**src/hw/scan_reg_map.svh**
```systemverilog
// constants for the pipeline and shadow scan register
`ifndef SCAN_REG_MAP_SVH
`define SCAN_REG_MAP_SVH
`define SCAN_WIDTH      8
`define SYNC_STAGES     2
`define DATA_RESET      8'h00
`endif

```
**src/hw/scan_reg_pkg.sv**
```systemverilog
// types for the pipeline and shadow scan register
`default_nettype none
package scan_reg_pkg;
  typedef enum logic [3:0] {
    OP_SHIFT   = 4'h1,
    OP_CAPTURE = 4'h2,
    OP_HOLD    = 4'h4,
    OP_SPARE   = 4'h8
  } diag_op_t;
endpackage : scan_reg_pkg
`default_nettype wire

```
**src/hw/scan_reg.sv**
```systemverilog
// pipeline register with serial shadow scan register
// Operation
// - two separate 8-bit registers: pipeline and shadow
// - mode low: diag_clk rise shifts shadow up, bit 0 from scan_in
// - mode low: pipe_clk rise loads pipeline from data pins
// - mode high, scan_in low: diag_clk rise captures outputs; scan_out low
// - mode high, scan_in high: shadow holds; data pins driven; scan_out high
// - mode high: pipe_clk rise loads pipeline from shadow; scan_out follows scan_in
// - pipeline input muxed from pins or shadow, loaded only on pipe_clk
// - clocks independent; simultaneous swap uses each register's prior value
`timescale 1ns/1ps
`default_nettype none
`include "scan_reg_map.svh"
module scan_reg #(
  parameter int WIDTH = `SCAN_WIDTH
) (
  input  wire logic             clk,       // system clock, 100 MHz
  input  wire logic             rst_b,     // async reset, active low
  input  wire logic             pipe_clk,  // pipeline clock pin
  input  wire logic             diag_clk,  // diagnostic clock pin
  input  wire logic             mode,      // diagnostic mode select
  input  wire logic             scan_in,   // serial scan input
  output logic                  scan_out,  // serial scan output
  input  wire logic [WIDTH-1:0] d_in,      // parallel data pins, input side
  output logic      [WIDTH-1:0] d_out,     // parallel data pins, output side
  output logic                  d_oe,      // data pin output enable
  output logic      [WIDTH-1:0] y_out      // pipeline outputs
);
  logic             pclk_rise;
  logic             diag_clk_rise;
  logic             mode_s;
  logic             sin_s;
  logic [WIDTH-1:0] d_meta_q;
  logic [WIDTH-1:0] d_sync_q;
  logic [WIDTH-1:0] pipe_q;
  logic [WIDTH-1:0] pipe_d;
  logic [WIDTH-1:0] shadow_q;
  logic [WIDTH-1:0] shadow_d;
  logic             sout_q;
  scan_reg_pkg::diag_op_t op;

  // clock pins are sampled, edges found in the system domain
  // an edge acts three clk later; pulses under one clk wide may be lost
  edge_sync u_pclk (
    .clk   (clk),
    .rst_b (rst_b),
    .din   (pipe_clk),
    .level (),
    .rise  (pclk_rise)
  );

  edge_sync u_diag_clk (
    .clk   (clk),
    .rst_b (rst_b),
    .din   (diag_clk),
    .level (),
    .rise  (diag_clk_rise)
  );

  edge_sync u_mode (
    .clk   (clk),
    .rst_b (rst_b),
    .din   (mode),
    .level (mode_s),
    .rise  ()
  );

  edge_sync u_sin (
    .clk   (clk),
    .rst_b (rst_b),
    .din   (scan_in),
    .level (sin_s),
    .rise  ()
  );

  // data pins take the same two-flop delay as the clocks, keeping alignment
  always_ff @(posedge clk or negedge rst_b) begin
    if (!rst_b) begin
      d_meta_q <= '0;
      d_sync_q <= '0;
    end else begin
      d_meta_q <= d_in;
      d_sync_q <= d_meta_q;
    end
  end

  // mode and scan_in are synced, so the operation never changes mid-cycle
  always_comb begin
    if (!mode_s)
      op = scan_reg_pkg::OP_SHIFT;
    else if (!sin_s)
      op = scan_reg_pkg::OP_CAPTURE;
    else
      op = scan_reg_pkg::OP_HOLD;
  end

  // pipeline source mux
  assign pipe_d = mode_s ? shadow_q : d_sync_q;

  // zero at reset keeps outputs defined; the pins give no power-up value
  always_ff @(posedge clk or negedge rst_b) begin
    if (!rst_b)
      pipe_q <= `DATA_RESET;
    else if (pclk_rise)
      pipe_q <= pipe_d;
  end

  always_comb begin
    shadow_d = shadow_q;
    unique case (op)
      scan_reg_pkg::OP_SHIFT:   shadow_d = {shadow_q[WIDTH-2:0], sin_s};
      scan_reg_pkg::OP_CAPTURE: shadow_d = pipe_q;
      scan_reg_pkg::OP_HOLD:    shadow_d = shadow_q;
      // spare code is never decoded; holding is the safe choice
      default:                  shadow_d = shadow_q;
    endcase
  end

  // both registers read prior values, so a same-cycle swap works
  always_ff @(posedge clk or negedge rst_b) begin
    if (!rst_b)
      shadow_q <= `DATA_RESET;
    else if (diag_clk_rise)
      shadow_q <= shadow_d;
  end

  // mode low shows top bit; mode high follows scan_in (low or high)
  // registered so scan_out cannot glitch while the synced inputs settle
  always_ff @(posedge clk or negedge rst_b) begin
    if (!rst_b)
      sout_q <= 1'b0;
    else
      sout_q <= mode_s ? sin_s : shadow_d[WIDTH-1];
  end

  // pins are driven only while the shadow is held
  assign scan_out = mode_s ? sout_q : shadow_q[WIDTH-1];
  assign d_oe     = (op == scan_reg_pkg::OP_HOLD);
  assign d_out    = shadow_q;
  assign y_out    = pipe_q;

  // shadow path
  AST_SHIFT: assert property (@(posedge clk) disable iff (!rst_b)
    (diag_clk_rise && !mode_s) |=> shadow_q == {$past(shadow_q[WIDTH-2:0]), $past(sin_s)})
    else $error("shadow did not shift");

  AST_SHIFT_OUT: assert property (@(posedge clk) disable iff (!rst_b)
    (diag_clk_rise && !mode_s) |=> mode_s || scan_out == $past(shadow_q[WIDTH-2]))
    else $error("scan_out not showing new top bit");

  AST_CAPTURE: assert property (@(posedge clk) disable iff (!rst_b)
    (diag_clk_rise && mode_s && !sin_s) |=> shadow_q == $past(pipe_q))
    else $error("shadow did not capture outputs");

  AST_HOLD: assert property (@(posedge clk) disable iff (!rst_b)
    (diag_clk_rise && mode_s && sin_s) |=> $stable(shadow_q))
    else $error("shadow not held");

  AST_SHADOW_ONLY_DIAG_CLK: assert property (@(posedge clk) disable iff (!rst_b)
    !diag_clk_rise |=> $stable(shadow_q))
    else $error("shadow changed without diag clock");

  // pipeline path
  AST_LOAD_PINS: assert property (@(posedge clk) disable iff (!rst_b)
    (pclk_rise && !mode_s) |=> pipe_q == $past(d_sync_q))
    else $error("pipeline not loaded from pins");

  AST_LOAD_SHADOW: assert property (@(posedge clk) disable iff (!rst_b)
    (pclk_rise && mode_s) |=> pipe_q == $past(shadow_q))
    else $error("pipeline not loaded from shadow");

  AST_PIPE_ONLY_PCLK: assert property (@(posedge clk) disable iff (!rst_b)
    !pclk_rise |=> $stable(pipe_q))
    else $error("pipeline changed without pipe clock");

  AST_SWAP: assert property (@(posedge clk) disable iff (!rst_b)
    (pclk_rise && diag_clk_rise && mode_s && !sin_s)
      |=> pipe_q == $past(shadow_q) && shadow_q == $past(pipe_q))
    else $error("swap lost a prior value");

  AST_Y_OUT: assert property (@(posedge clk) disable iff (!rst_b)
    pclk_rise |=> y_out == $past(mode_s ? shadow_q : d_sync_q))
    else $error("outputs not showing loaded pipeline");

  // serial output and data pins
  AST_NO_DRIVE: assert property (@(posedge clk) disable iff (!rst_b)
    !mode_s |-> !d_oe)
    else $error("data pins driven while shifting");

  AST_CAPTURE_OE: assert property (@(posedge clk) disable iff (!rst_b)
    (mode_s && !sin_s) |-> !d_oe)
    else $error("data pins driven while capturing");

  AST_HOLD_DRIVE: assert property (@(posedge clk) disable iff (!rst_b)
    (mode_s && sin_s) |-> d_oe)
    else $error("data pins not driven while holding");

  AST_CAPTURE_LOW: assert property (@(posedge clk) disable iff (!rst_b)
    (mode_s && !sin_s) |=> !mode_s || !scan_out)
    else $error("scan_out not low while capturing");

  AST_HOLD_HIGH: assert property (@(posedge clk) disable iff (!rst_b)
    (mode_s && sin_s) |=> !mode_s || scan_out)
    else $error("scan_out not high while holding");

  AST_SOUT_MODE: assert property (@(posedge clk) disable iff (!rst_b)
    mode_s |=> !mode_s || scan_out == $past(sin_s))
    else $error("scan_out does not follow scan_in");

  // main scenarios the bench must reach
  COV_SHIFT: cover property (@(posedge clk) disable iff (!rst_b) diag_clk_rise && !mode_s);
  COV_CAPTURE: cover property (@(posedge clk) disable iff (!rst_b) diag_clk_rise && mode_s && !sin_s);
  COV_HOLD: cover property (@(posedge clk) disable iff (!rst_b) diag_clk_rise && mode_s && sin_s);
  COV_INJECT: cover property (@(posedge clk) disable iff (!rst_b) pclk_rise && mode_s);
  COV_SWAP: cover property (@(posedge clk) disable iff (!rst_b) pclk_rise && diag_clk_rise && mode_s);
endmodule : scan_reg
`default_nettype wire

```
**src/hw/edge_sync.sv**
```systemverilog
// two-flop synchroniser with rising-edge detect
`timescale 1ns/1ps
`default_nettype none
module edge_sync (
  input  wire logic clk,    // system clock
  input  wire logic rst_b,  // async reset, active low
  input  wire logic din,    // asynchronous level
  output logic      level,  // synchronised level
  output logic      rise    // one-cycle pulse on rising edge
);
  logic meta_q;
  logic sync_q;
  logic prev_q;

  always_ff @(posedge clk or negedge rst_b) begin
    if (!rst_b) begin
      meta_q <= 1'b0;
      sync_q <= 1'b0;
      prev_q <= 1'b0;
    end else begin
      meta_q <= din;
      sync_q <= meta_q;
      prev_q <= sync_q;
    end
  end

  assign level = sync_q;
  assign rise  = sync_q & ~prev_q;
endmodule : edge_sync
`default_nettype wire

```
**config.mk**
```make
export PLATFORM = sky130hd
export DESIGN_NAME = scan_reg
export DESIGN_NICKNAME = d
export VERILOG_FILES = /design/src/hw/scan_reg_pkg.sv /design/src/hw/scan_reg.sv /design/src/hw/edge_sync.sv
export VERILOG_INCLUDE_DIRS = /design/src /design/src/hw
export SDC_FILE = /design/constraint.sdc
export NUM_CORES = 1
export LEC_CHECK = 0
export ABC_AREA = 1
export BUFFER_PORTS_ARGS = -buffer_cell sky130_fd_sc_hd__buf_2
export CAP_MARGIN = 20
export CORE_ASPECT_RATIO = 0.7
export CORE_UTILIZATION = 54
export DETAILED_ROUTE_END_ITERATION = 16
export PLACE_DENSITY = 0.86
export REMOVE_ABC_BUFFERS = 1
export SYNTH_ARGS = -nofsm -noshare
export SYNTH_HDL_FRONTEND = slang
export SYNTH_HIERARCHICAL = 1
export SYNTH_SLANG_ARGS = --single-unit
```
**constraint.sdc**
```tcl
create_clock -name clk -period 1.12 [get_ports clk]
set_input_delay 0.056 -clock clk [delete_from_list [all_inputs] [get_ports clk]]
set_output_delay 0.056 -clock clk [all_outputs]
set_load 0.02 [all_outputs]
```
==> key figures, run 1 <==
Outcome
  – Status: finished with violations
  – Violated checks: setup timing

Worst setup path
  – Max incr delay on CP: 0.41 ns
  – CP Data Arrival Time: 1.11 ns
  – Cell chain of the critical path: buf_6, o21ai_4, buf_6
  – Worst setup EP type: output pin
  – Delay-heaviest family, CP: flip-flops
  – CP max FO: 7
  – Crit-path slowest cell: dfrtp_1
  – Worst path bufs/invs: 2
  – Startpoint Class: register
  – Worst Setup Path Type: register to output pin
  – Worst path required time: 1.06 ns
  – CP most frequent cell: buf_6

Die
  – Die Y-Extent: 48.17 um
  – Die X: 67.95 um
  – Die area: 3273 um^2
  – Initial core utilization: 57.83%
  – Row count: 16
  – Boundary Pins: 32
  – Core footprint: 2843 um^2

Final layout
  – Layout area overhead: 33.18%
  – Final nets: 234
  – Layout Utilization: 77.02%
  – Filler cell count: 182
  – Diode count: 0
  – Share of post-route cells with drive strength above 1: 31.96%

Power
  – Maximum VDD drop: 0.001287 V
  – Static Leak: 1.183 nW
  – Pwr/cell area: 1535 nW/um^2

Clock network
  – Worst-path clk slew: 0.08 ns
  – Clock latency on the worst-skew pair: 0.29 ns
  – Max clock buf depth: 2
  – Inserted Clock Buffers: 5
  – Clock root cell: clkbuf_8
  – TritonCTS Sinks: 43
  – CTS tree: done
  – CTS H-tree lvls: 2

Global route
  – Global-route wire length before repair: 4.554 mm
  – Total grt overflow: 0
  – Largest net degree at the start of global routing: 29
  – Global Route Usage Sum: 21.07%
  – Antenna violations before repair: 0
  – Vias in the first global route: 1063

Timing
  – Final setup vio count: 4
  – Rel. slew slack: 73.62%
  – Worst Clk Skew: 0.01112 ns
  – Final period util: 104.1%
  – Final worst slack: -0.04604 ns
  – Worst-margin pin slew: 0.3957 ns
  – FMAX: 0.8576 GHz
  – Tmin final: 1.166 ns
  – Fin. Hold Viols: 0
  – RSZ-0062 raised after global routing: true
  – Max Slew Vio Count: 0

Placement
  – I/O Buffers: 31
  – Pre-CTS setup slack: 0.05770 ns
  – Hpwl dp: 2.000 mm
  – Routability cong.: 0.8154

Yosys
  – Synth Warn #: 6
  – Mapped Area: 1644 um^2
  – Avg Cell Area, Syn: 10.09 um^2
  – Cells after synthesis: 163

Drt
  – # DRC: 0
  – Iteration-0 DRC Markers: 71
  – DR vias/cell: 4.792
  – Antenna viol nets, final: 0
  – Vias: 1222
  – 1st-pass router iterations: 4
  – DR WL/cell: 12.38 um
  – Detailed Route WL: 3.157 mm

Flow run
  – Max cap viols: 0

Hold path
  – HP Class: input port to asynchronous set/reset pin
[worst reg2reg max path, delay by kind of cell (launching register included)]
kind	cells	cell delay, ns
DFF	1	0.39
buffers and inverters	3	0.37
and+or+nand+nor	4	0.26
[metal layers]
metal | global-route usage (%) | up-vias | wire length, um
met2 | 36.67 | 28 | 1549
met3 | 9.112 | 4 | 144
met5 | 0 | - | 0
met1 | 23.36 | 588 | 1428
li1 | - | 602 | -
met4 | 8.750 | 0 | 35
[layout by cell type, fill, tap and decap left out, drive strengths merged]
master,n
clkbuf,6
dfrtp,43
inv,31
nor2,2
nand3,16
nand2,59
buf,40
o21ai,9
dlygate4sd3,13
[final timing paths]
| path | from | end | slack, ns | cells past startpoint |
|---|---|---|---|---|
| worst max-delay path | u_mode/level$_DFF_PN0_ | scan_out | -0.05 | 3 |
| worst min-delay path | rst_b | d_out[5]$_DFFE_PN0P_ | 0.21 | 2 |
| worst max register to register | u_mode/level$_DFF_PN0_ | d_out[2]$_DFFE_PN0P_ | 0 | 7 |
| worst min register to register | d_meta_q[6]$_DFF_PN0_ | d_sync_q[6]$_DFF_PN0_ | 0.34 | 0 |
| max in group asynchronous | rst_b | y_out[1]$_DFFE_PN0P_ | 0.43 | 3 |
| min in group clk | d_meta_q[6]$_DFF_PN0_ | d_sync_q[6]$_DFF_PN0_ | 0.34 | 0 |
[timing repair]
action                     CTS  global route
resized for setup           13            15
pin swaps                    1             4
setup endpoints to repair    2            14
hold buffers                13             0
hold endpoints to repair    27             0
gates cloned                 0             1
setup buffers                3             0
[stage by stage]
| step | TNS (ns) | cell area (um^2) | cells | power [W] | hold WS [ns] |
|---|---|---|---|---|---|
| 4_1_cts | -0.06844 | 2136 | 254 | 0.003338 | 0.2262 |
| 2_1_floorplan | -1.959 | 1595 | 159 | 0.002159 | -0.2396 |
| 3_3_place_gp | 0 | 1866 | 232 | 0.002385 | -0.008381 |
| 6_report | -0.06737 | 2190 | 255 | 0.003361 | 0.2132 |
| 3_5_place_dp | 0 | 1866 | 232 | 0.002408 | -0.002307 |
| 5_1_grt | -0.7720 | 2190 | 255 | 0.003537 | 0.2679 |
[flip-flops by register name (all words and copies together), names as in the netlist, 7 cells and up, named ones only]
name,cells
d_meta_q,8
d_sync_q,8
y_out,8
d_out,7
[power by group]
part / internal (W) / switching (W)
Combinational: 0.000272 / 0.000413
Clock: 0.000415 / 0.000452
Sequential: 0.00170 / 0.000111
[final cells by class]
cell class	count	area [um^2]	share of cell area, %
Sequential cell	43	1076	49.14
Multi-Input combinational cell	86	471.7	21.54
Timing Repair Buffer	53	397.9	18.17
Inverter	31	126.4	5.771
Clock buffer	6	72.57	3.314
Tap cell	36	45.04	2.057
Power figures use the tool's default switching activity.
==> run 2: changes to the inputs <==
--- a/config.mk
+++ b/config.mk
@@ -6,13 +6,13 @@
 export SDC_FILE = /design/constraint.sdc
 export NUM_CORES = 1
 export LEC_CHECK = 0
-export ABC_AREA = 1
+export ABC_AREA = 0
 export BUFFER_PORTS_ARGS = -buffer_cell sky130_fd_sc_hd__buf_2
 export CAP_MARGIN = 20
 export CORE_ASPECT_RATIO = 0.7
-export CORE_UTILIZATION = 54
+export CORE_UTILIZATION = 53
 export DETAILED_ROUTE_END_ITERATION = 16
-export PLACE_DENSITY = 0.86
+export PLACE_DENSITY = 0.85
 export REMOVE_ABC_BUFFERS = 1
 export SYNTH_ARGS = -nofsm -noshare
 export SYNTH_HDL_FRONTEND = slang
==> run 2 against run 1 <==
The run still ends with setup timing left; clock-buffer cell count grew 2; sequential share of layout area rose by 1.6 points; non-clock buffer count up 5; highest routed layer unchanged; worst hold slack lost 0.045 ns; area after synthesis down 5.2%; sequential cell count unchanged; cell area decreased by 2.9%; clock skew down 0.0089 ns; sequential power increased by 4%; register-to-register slack worse by 0.06 ns.
==> key figures, run 2 <==
Power
  – Pwr/cell area: 1750 nW/um^2
  – Switching pwr: 0.001087 W
  – Combinational group share of total power: 20.7%
  – Maximum VDD drop: 0.001070 V
  – Reg power frac: 50.8%
  – Clock share of power: 28.5%
  – Internal power: 0.002632 W
  – Static Leak: 1.022 nW
  – Switching Share: 29.23%

Global route
  – Largest net degree at the start of global routing: 25
  – Antenna violations before repair: 0
  – Global-route wire length before repair: 4.271 mm
  – Global Route Usage Sum: 20.19%
  – Vias in the first global route: 922
  – Total grt overflow: 0

Die
  – Row count: 16
  – Initial core utilization: 55.62%
  – Die X: 66.83 um
  – Die area: 3166 um^2
  – Core footprint: 2803 um^2
  – Boundary Pins: 32
  – Die Y-Extent: 47.38 um

Clock network
  – CTS tree: done
  – Worst-path clk slew: 0.08 ns
  – Inserted Clock Buffers: 5
  – Clock latency on the worst-skew pair: 0.29 ns
  – Max clock buf depth: 2
  – TritonCTS Sinks: 43
  – CTS H-tree lvls: 2
  – Clock root cell: clkbuf_8

Timing
  – Worst-margin pin slew: 0.3895 ns
  – FMAX: 0.8061 GHz
  – Tmin final: 1.241 ns
  – Worst Clk Skew: 0.002175 ns
  – RSZ-0062 raised after global routing: true
  – Final setup vio count: 9
  – Fin. Hold Viols: 0
  – Rel. slew slack: 73.98%
  – Final period util: 110.8%
  – Hold_ws: 0.1678 ns
  – Setup TNS: -0.4797 ns
  – Max Slew Vio Count: 0
  – Final worst slack: -0.1206 ns

Worst setup path
  – Worst path required time: 1.06 ns
  – Cell chain of the critical path: buf_4, nand2_4, inv_2, buf_6
  – R2r setup slk: -0.06 ns
  – CP max FO: 8
  – Reg2reg start: u_mode/level$_DFF_PN0_
  – Startpoint Class: register
  – R2R depth: 5
  – Worst setup EP type: output pin
  – Crit-path slowest cell: dfrtp_2
  – Max incr delay on CP: 0.45 ns
  – CP Data Arrival Time: 1.18 ns
  – Worst Setup Path Type: register to output pin

Final layout
  – Most frequent cells in the layout: dfrtp_1 (41), buf_2 (29), nor2_1 (15), a21oi_1 (13), dlygate4sd3_1 (13)
  – Final nets: 187
  – Most common cell after layout, fill and taps aside: dfrtp_1
  – Reg area: 1079 um^2
  – Filler cell count: 191
  – Layout Utilization: 75.85%
  – Diode count: 0
  – Layout area overhead: 36.36%
  – Area of the multi-input gates: 459.2 um^2
  – Share of post-route cells with drive strength above 1: 40.80%

Flow run
  – Max cap viols: 0

Placement
  – Routability cong.: 0.7820
  – I/O Buffers: 31
  – Hpwl dp: 1.772 mm

Yosys
  – Cells after synthesis: 113
  – Synth Warn #: 6
  – Mapped Area: 1559 um^2
  – Avg Cell Area, Syn: 13.80 um^2

Hold path
  – HP Class: input port to asynchronous set/reset pin

Drt
  – Vias: 1074
  – DR vias/cell: 5.114
  – Detailed Route WL: 3.252 mm
  – Iteration-0 DRC Markers: 52
  – Antenna viol nets, final: 0
  – # DRC: 0
  – DR WL/cell: 15.49 um
  – 1st-pass router iterations: 4

Outcome
  – Violated checks: setup timing
  – Status: finished with violations
## run 2: cell types whose count changed in the layout (fill, tap and decap cells not counted), moves of 7 or more
| cell | previous run | this run |
|---|---|---|
| a21oi_1 | 0 | 13 |
| and3b_1 | 0 | 7 |
| inv_1 | 27 | 2 |
| mux2i_1 | 0 | 8 |
| nand2_1 | 47 | 1 |
| nand3_1 | 15 | 0 |
| nor2_1 | 0 | 15 |
| nor3_2 | 0 | 7 |
## run 2: layer usage
metal	GRT usage [%]	wire length, um	vias to the layer above
li1	-	-	497
met1	24.56	1386	530
met2	32.32	1624	38
met3	7.524	189	9
met4	10.64	51	0
met5	0	0	-
## run 2: how the worst max path moves through the flow
stage,from,end,slack [ns],cells after the start
after CTS,u_mode/level$_DFF_PN0_,scan_out,-0.12,2
after global routing,u_mode/level$_DFF_PN0_,d_oe,-0.14,4
final,u_mode/level$_DFF_PN0_,d_oe,-0.12,4
after global placement,u_mode/level$_DFF_PN0_,d_out[6]$_DFFE_PN0P_,0.05,3
after detailed placement,u_mode/level$_DFF_PN0_,register,-0.01,3
after floorplan,u_mode/level$_DFF_PN0_,d_out[4]$_DFFE_PN0P_,-0.1,3
## run 2: what timing repair did
action                     in CTS  in global routing
setup buffers                   2                  5
gates cloned                    0                  0
pin swaps                       4                 11
hold buffers                   13                  0
setup endpoints to repair      10                 17
hold endpoints to repair       55                  0
resized for setup               6                  8
## run 2: final cells by class
cell class              count  area share [%]
multi-input cells          62           21.60
flip-flops and latches     43           50.74
repair buffers             58           20.31
clock buffers               8           4.709
well taps                  36           2.119
inverters                   3          0.5297
## run 2: power by group through the flow
stage,clock network [W],registers [W],logic [W]
after global routing,0.00113,0.00191,0.000832
final,0.00106,0.00189,0.000769
after global placement,0,0.00190,0.000639
after floorplan,0,0.00204,0.000238
after CTS,0.00107,0.00188,0.000727
after detailed placement,0,0.00190,0.000657
## run 2: through the flow
stage	worst slack, ns	instance area [um^2]	total power [W]	std cells
after floorplan	-0.09519	1519	0.002273	108
after global placement	0.05027	1797	0.002536	182
after detailed placement	-0.01292	1797	0.002562	182
after CTS	-0.1210	2064	0.003676	205
after global routing	-0.1442	2126	0.003874	210
final	-0.1206	2126	0.003720	210
## run 2: worst max-delay path: cells and delay by family, from the launching register on
kind          cells  cell delay, ns
flops             1            0.45
buf+inv           3            0.33
simple gates      1            0.11
